## config.mk

```make
export PLATFORM = sky130hd
export DESIGN_NAME = gbs_top
export DESIGN_NICKNAME = d
export VERILOG_FILES = /design/src/logic/gbs_pkg.sv /design/src/logic/gbs_top.sv
export SDC_FILE = /design/constraint.sdc
export NUM_CORES = 1
export LEC_CHECK = 0
export ABC_AREA = 1
export ABC_CLOCK_PERIOD_IN_PS = 1800
export BUFFER_PORTS_ARGS = -buffer_cell sky130_fd_sc_hd__buf_4
export CORE_ASPECT_RATIO = 1.5
export CORE_MARGIN = 5
export CORE_UTILIZATION = 46
export CTS_CLUSTER_DIAMETER = 200
export DETAILED_ROUTE_END_ITERATION = 16
export PLACE_DENSITY = 0.8
export SYNTH_ARGS = -nofsm -noshare
export SYNTH_HDL_FRONTEND = slang
export SYNTH_SLANG_ARGS = --single-unit
```

## constraint.sdc

```tcl
create_clock -name clock -period 1.8 [get_ports clock]
set_clock_uncertainty 0.15 [all_clocks]
set_input_delay 0.18 -clock clock [delete_from_list [all_inputs] [get_ports clock]]
set_output_delay 0.18 -clock clock [all_outputs]
set_load 0.02 [all_outputs]
```

## src/logic/gbs_pkg.sv

```systemverilog
// Package: register map, field layout and masks of the GPIO port block
package gbs_pkg;

  // ****************************************************************
  // Sizes
  // ****************************************************************
  localparam int PORT_COUNT = 3;
  localparam int PIN_W      = 7;
  localparam int ADDR_W     = 32;
  localparam int DATA_W     = 32;

  // ****************************************************************
  // Register byte addresses, indexed by port number
  // ****************************************************************
  localparam logic [31:0] DATA_ADDR [PORT_COUNT] = '{
    32'hFFFF0D20, 32'hFFFF0D30, 32'hFFFF0D40
  };
  localparam logic [31:0] SET_ADDR [PORT_COUNT] = '{
    32'hFFFF0D24, 32'hFFFF0D34, 32'hFFFF0D44
  };
  localparam logic [31:0] CLR_ADDR [PORT_COUNT] = '{
    32'hFFFF0D28, 32'hFFFF0D38, 32'hFFFF0D48
  };

  // ****************************************************************
  // Field positions in data, set and clear registers
  // ****************************************************************
  localparam int DIR_LSB = 24;
  localparam int OUT_LSB = 16;
  localparam int IN_LSB  = 0;

  // ****************************************************************
  // Implemented pins per port, field by field
  // ****************************************************************
  localparam logic [PIN_W-1:0] OUT_MASK [PORT_COUNT] = '{
    7'h1F, 7'h03, 7'h63
  };
  localparam logic [PIN_W-1:0] DIR_MASK [PORT_COUNT] = '{
    7'h1F, 7'h03, 7'h73
  };
  localparam logic [PIN_W-1:0] IN_MASK [PORT_COUNT] = '{
    7'h1F, 7'h03, 7'h73
  };

  // ****************************************************************
  // Reset values
  // ****************************************************************
  localparam logic [PIN_W-1:0]  DIR_RESET  = 7'h00;
  localparam logic [PIN_W-1:0]  OUT_RESET  = 7'h00;
  localparam logic [DATA_W-1:0] RDATA_IDLE = 32'h00000000;

endpackage

```

## src/logic/gbs_top.sv

```systemverilog
// Module: GPIO ports with data, bit-set and bit-clear registers
//
// Function
// - Port0 set bits 20..16 drive pins high
// - Set bit written zero leaves pin alone
// - Port1 set bits 17,16 drive pins high
// - Port2 set bits 22,21,17,16 drive high
// - Port0 clear bits 20..16 drive pins low
// - Port1 clear bits 17,16 drive pins low
// - Port2 clear bits 22,21,17,16 drive low
// - Clear bit written zero leaves pin alone
// - Each set/clear register: own write-only address
// - Set/clear touches only addressed pins
// - Output latch drives pins; data register shows it
// - Pin driven only when direction bit is one
//
// Added by the designer: the address-and-strobe port.
module gbs_top (
  input  wire logic        clock,
  input  wire logic        sys_rst,
  input  wire logic [31:0] bus_addr,
  input  wire logic [31:0] bus_wdata,
  input  wire logic        bus_wr,
  input  wire logic        bus_rd,
  output logic      [31:0] bus_rdata,
  input  wire logic [4:0]  port0_pin_in,
  output logic      [4:0]  port0_pin_out,
  output logic      [4:0]  port0_pin_oe,
  input  wire logic [1:0]  port1_pin_in,
  output logic      [1:0]  port1_pin_out,
  output logic      [1:0]  port1_pin_oe,
  input  wire logic [6:0]  port2_pin_in,
  output logic      [6:0]  port2_pin_out,
  output logic      [6:0]  port2_pin_oe
);

  localparam int NP = gbs_pkg::PORT_COUNT;
  localparam int PW = gbs_pkg::PIN_W;

  // ****************************************************************
  // Pin inputs widened to one port width
  // ****************************************************************
  logic [PW-1:0] pin_in_all  [NP];
  logic [PW-1:0] out_all     [NP];
  logic [PW-1:0] dir_all     [NP];
  logic [PW-1:0] in_all      [NP];
  logic [NP-1:0] data_hit;

  assign pin_in_all[0] = {2'h0, port0_pin_in};
  assign pin_in_all[1] = {5'h00, port1_pin_in};
  assign pin_in_all[2] = port2_pin_in;

  // ****************************************************************
  // Bus write fields
  // ****************************************************************
  logic [PW-1:0] wr_dir_field;
  logic [PW-1:0] wr_out_field;

  assign wr_dir_field = bus_wdata[gbs_pkg::DIR_LSB +: PW];
  assign wr_out_field = bus_wdata[gbs_pkg::OUT_LSB +: PW];

  // ****************************************************************
  // One slice per port
  // ****************************************************************
  for (genvar g = 0; g < NP; g++) begin : gen_port
    logic          set_hit;
    logic          clr_hit;
    logic [PW-1:0] set_bits;
    logic [PW-1:0] clr_bits;
    logic [PW-1:0] out_q;
    logic [PW-1:0] out_d;
    logic [PW-1:0] dir_q;
    logic [PW-1:0] dir_d;
    logic [PW-1:0] sync1_q;
    logic [PW-1:0] sync2_q;

    // Decode; each strobe reaches at most one register, none when unmapped
    assign data_hit[g] = bus_wr && (bus_addr == gbs_pkg::DATA_ADDR[g]);
    assign set_hit = bus_wr && (bus_addr == gbs_pkg::SET_ADDR[g]);
    assign clr_hit = bus_wr && (bus_addr == gbs_pkg::CLR_ADDR[g]);

    // Reserved and unimplemented bits are masked off
    assign set_bits = wr_out_field & gbs_pkg::OUT_MASK[g];
    assign clr_bits = wr_out_field & gbs_pkg::OUT_MASK[g];

    // Set ORs ones in, clear ANDs them out; zeros keep the pin
    always_comb begin
      out_d = out_q;
      dir_d = dir_q;
      if (data_hit[g]) begin
        out_d = wr_out_field & gbs_pkg::OUT_MASK[g];
        dir_d = wr_dir_field & gbs_pkg::DIR_MASK[g];
      end else if (set_hit) begin
        out_d = out_q | set_bits;
      end else if (clr_hit) begin
        out_d = out_q & ~clr_bits;
      end
    end

    always_ff @(posedge clock) begin
      if (sys_rst) begin
        out_q <= gbs_pkg::OUT_RESET;
        dir_q <= gbs_pkg::DIR_RESET;
      end else begin
        out_q <= out_d;
        dir_q <= dir_d;
      end
    end

    // Pins are asynchronous: two stages before anyone reads them
    always_ff @(posedge clock) begin
      if (sys_rst) begin
        sync1_q <= '0;
        sync2_q <= '0;
      end else begin
        sync1_q <= pin_in_all[g];
        sync2_q <= sync1_q;
      end
    end

    assign out_all[g] = out_q;
    assign dir_all[g] = dir_q;
    assign in_all[g]  = sync2_q & gbs_pkg::IN_MASK[g];
  end

  // ****************************************************************
  // Pin drivers straight from the latches
  // ****************************************************************
  logic [PW-1:0] oe_all [NP];

  for (genvar g = 0; g < NP; g++) begin : gen_oe
    assign oe_all[g] = dir_all[g] & gbs_pkg::OUT_MASK[g];
  end

  assign port0_pin_out = out_all[0][4:0];
  assign port0_pin_oe  = oe_all[0][4:0];
  assign port1_pin_out = out_all[1][1:0];
  assign port1_pin_oe  = oe_all[1][1:0];
  assign port2_pin_out = out_all[2];
  assign port2_pin_oe  = oe_all[2];

  // ****************************************************************
  // Read path; set and clear are write-only and read as zero
  // ****************************************************************
  logic [31:0] rd_value;
  logic [31:0] rdata_q;

  always_comb begin
    rd_value = gbs_pkg::RDATA_IDLE;
    for (int i = 0; i < NP; i++) begin
      if (bus_addr == gbs_pkg::DATA_ADDR[i]) begin
        rd_value = {1'b0, dir_all[i], 1'b0, out_all[i],
                    9'h000, in_all[i]};
      end
    end
  end

  // Data stands only in the cycle after the strobe
  always_ff @(posedge clock) begin
    if (sys_rst) begin
      rdata_q <= gbs_pkg::RDATA_IDLE;
    end else if (bus_rd) begin
      rdata_q <= rd_value;
    end else begin
      rdata_q <= gbs_pkg::RDATA_IDLE;
    end
  end

  assign bus_rdata = rdata_q;

endmodule

```

==> run_results.csv <==
group,metric,value,unit
timing,finalCritPeriodShare,0.9539,
placed_design,dpl.hpwl,5.306,mm
synth,avgSynthCellArea,7.207,um^2
setup_path,r2r-start,"gen_port[2].dir_q[5]",
cells_and_area,nNetsFinal,622,
floorplanning,rows,35,
global_route,grt_pass1_wl,11.01,mm
timing,max_freq,582.4,MHz
synth,ys_ff_latch,68,
timing,period_needed,1717,ps
placed_design,port_buffers,104,
cts,h-tree-depth,3,
hold_path,hold_path.class,"primary input to register",
setup_path,worstSetupEndpointType,"register",
floorplanning,die_width,74.64,um
cells_and_area,drive_above_1_share,0.2734,
cts,clock-root-buffer,"clkbuf_8",
cts,numClockSinks,68,
route,firstDrtPassIters,4,
cells_and_area,multi_input_area,1150,um^2
hold_path,min_from,"bus_wdata[24]",
setup_path,path_max_fanout,8,
setup_path,cp_data_arrival_time,1850,ps
cts,clk_pin_slew,70,ps
setup_path,crit_required,1940,ps
synth,synth_warnings,0,
timing,setup_violations,0,
route,routed_via_density,4.554,
synth,synth.area.top_cells,"dfxtp_1 (47%), nand2_1 (13%), nor2_1 (8.6%)",
route,vias,2819,
setup_path,crit_type,"primary input to register",
cts,cts_tree,"done",
global_route,grt_usage,0.1762,
power,ir_worst_vdd,582.6,uV
placed_design,dp.cells,574,
floorplanning,die-area,7983,um^2
global_route,antenna_found_initial,0,
route,ant_nets,0,
setup_path,crit_path_start_kind,"primary input",
route,routed_wl,7.084,mm
synth,yosysSeqAreaShare,0.4722,
route,post-route-drc-count,0,
timing,slew_viol_final,0,
cts,clkLatencyLatePin,340,ps
synth,yosysTopAreaCell,"dfxtp_1",
synth,syn_area,2883,um^2
global_route,overflow,0,
power,leakagePower,1.999,nW
global_route,grt_max_degree,44,
setup_path,cp-startpoint,"bus_addr[2]",
route,drt_iter0_markers,191,
synth,synthCells,400,
timing,final_hold_viol_count,0,
power,cellPowerDensity,725.4,nW/um^2
floorplanning,die_h,107.0,um
cells_and_area,area_growth,44.57,%
cts,clockBufferDepth,2,
synth,yosysUniqueCellTypes,24,
run,cap_violations,0,
cells_and_area,seq_area,1361,um^2
floorplanning,fp.coreArea,6131,um^2
route,wire_per_inst,11.44,um
floorplanning,start_util,0.4702,
cts,cts_buffers,9,
floorplanning,io_pins,142,
synth,synth_top_area_frac,0.4722,
status,status,"finished, final reports clean",
global_route,grt_pass1_vias,2584,
cells_and_area,n_antenna_cell,0,
cells_and_area,fin_cells,619,
cells_and_area,utilization,0.6798,
cells_and_area,nFillCells,515,
placed_design,gp_congestion,0.8981,
[path summary, 6_finish.rpt]
check / to / slack [ps] / cells past startpoint
max: gen_port[2].dir_q[5] / 80 / 10
min: gen_port[0].dir_q[0] / 10 / 3
max reg2reg: gen_port[2].dir_q[5] / 450 / 3
min reg2reg: gen_port[1].sync2_q[0] / 250 / 2
[logic make-up after synthesis]
kind of cell           count (synthesis)  share of synthesized area
AOI/OAI and AO/OA                     32                    0.06467
buffers and inverters                 94                     0.1515
DFF                                   68                     0.4722
other                                  1                   0.001301
and+or+nand+nor                      205                     0.3103
[power by group]
part	total [mW]	internal (mW)	switching [mW]
Combinational	0.281	0.147	0.134
Clock	1.21	0.639	0.568
Sequential	1.53	1.53	0.00593
[synth_stat cells]
cell      number
buf_2          1
conb_1         1
a211oi_1       9
dfxtp_1       68
o21ai_2        1
a21oi_1       14
nor3_1         2
buf_1          1
and2_4         1
buf_4         22
nand3_2        4
nor2_1        66
nand2_1       98
nand4_1        6
inv_2          2
inv_1         64
nand2_2        3
clkbuf_1       4
nand2_4        1
nand3_1       18
nor3_4         1
nor2_4         3
o21ai_0        8
nor2_2         2
[layout by cell type, fill, tap and decap left out, drive strengths merged]
cell	count
a211oi	9
a21oi	14
and2	1
buf	115
bufinv	1
clkbuf	10
clkinv	4
clkinvlp	1
conb	17
dfxtp	68
dlygate4sd3	26
inv	66
nand2	102
nand3	22
nand4	6
nor2	71
nor3	3
o21ai	9
[what timing repair did]
item | in CTS | in global routing
hold buffers | 26 | 0
setup buffers | 0 | 3
resized for setup | 0 | 2
hold endpoints to repair | 32 | 0
setup endpoints to repair | 0 | 1
[through the flow]
step	power [mW]	TNS [ps]	hold WS, ps	instance area [um^2]	worst slack [ps]
after floorplan	1.705	0	137.0	2943	356.1
after global placement	1.796	0	230.1	3687	118.4
after detailed placement	1.804	0	236.5	3687	82.94
after CTS	3.042	0	0.7631	4140	30.89
after global routing	3.144	-9.801	8.907	4168	-9.801
final	3.023	0	11.76	4168	82.92
[worst max-delay path, cell delays in order]
cell           delay [ps]
buf_4                 110
inv_1                  60
nand2_1                60
nor2_2                160
nand2_1               110
nor2_4                150
nand3_2               100
buf_4                 180
a211oi_1              180
dlygate4sd3_1         560
[final cells by class]
type,count,share of cell area
inverters,66,0.05944
clock buffers,10,0.03062
clock inverters,6,0.01561
multi-input cells,254,0.2759
flip-flops and latches,68,0.3266
repair buffers,141,0.2696
well taps,74,0.02222
[metal layers]
metal / GRT usage / vias to the layer above / share of wire
li1: - / 1458 / -
met1: 0.1894 / 1239 / 0.38
met4: 0.07506 / 0 / 0.033
met5: 0 / - / 0
met3: 0.04597 / 22 / 0.071
met2: 0.3145 / 100 / 0.52
Note: power is estimated with default switching activity, not from simulation.
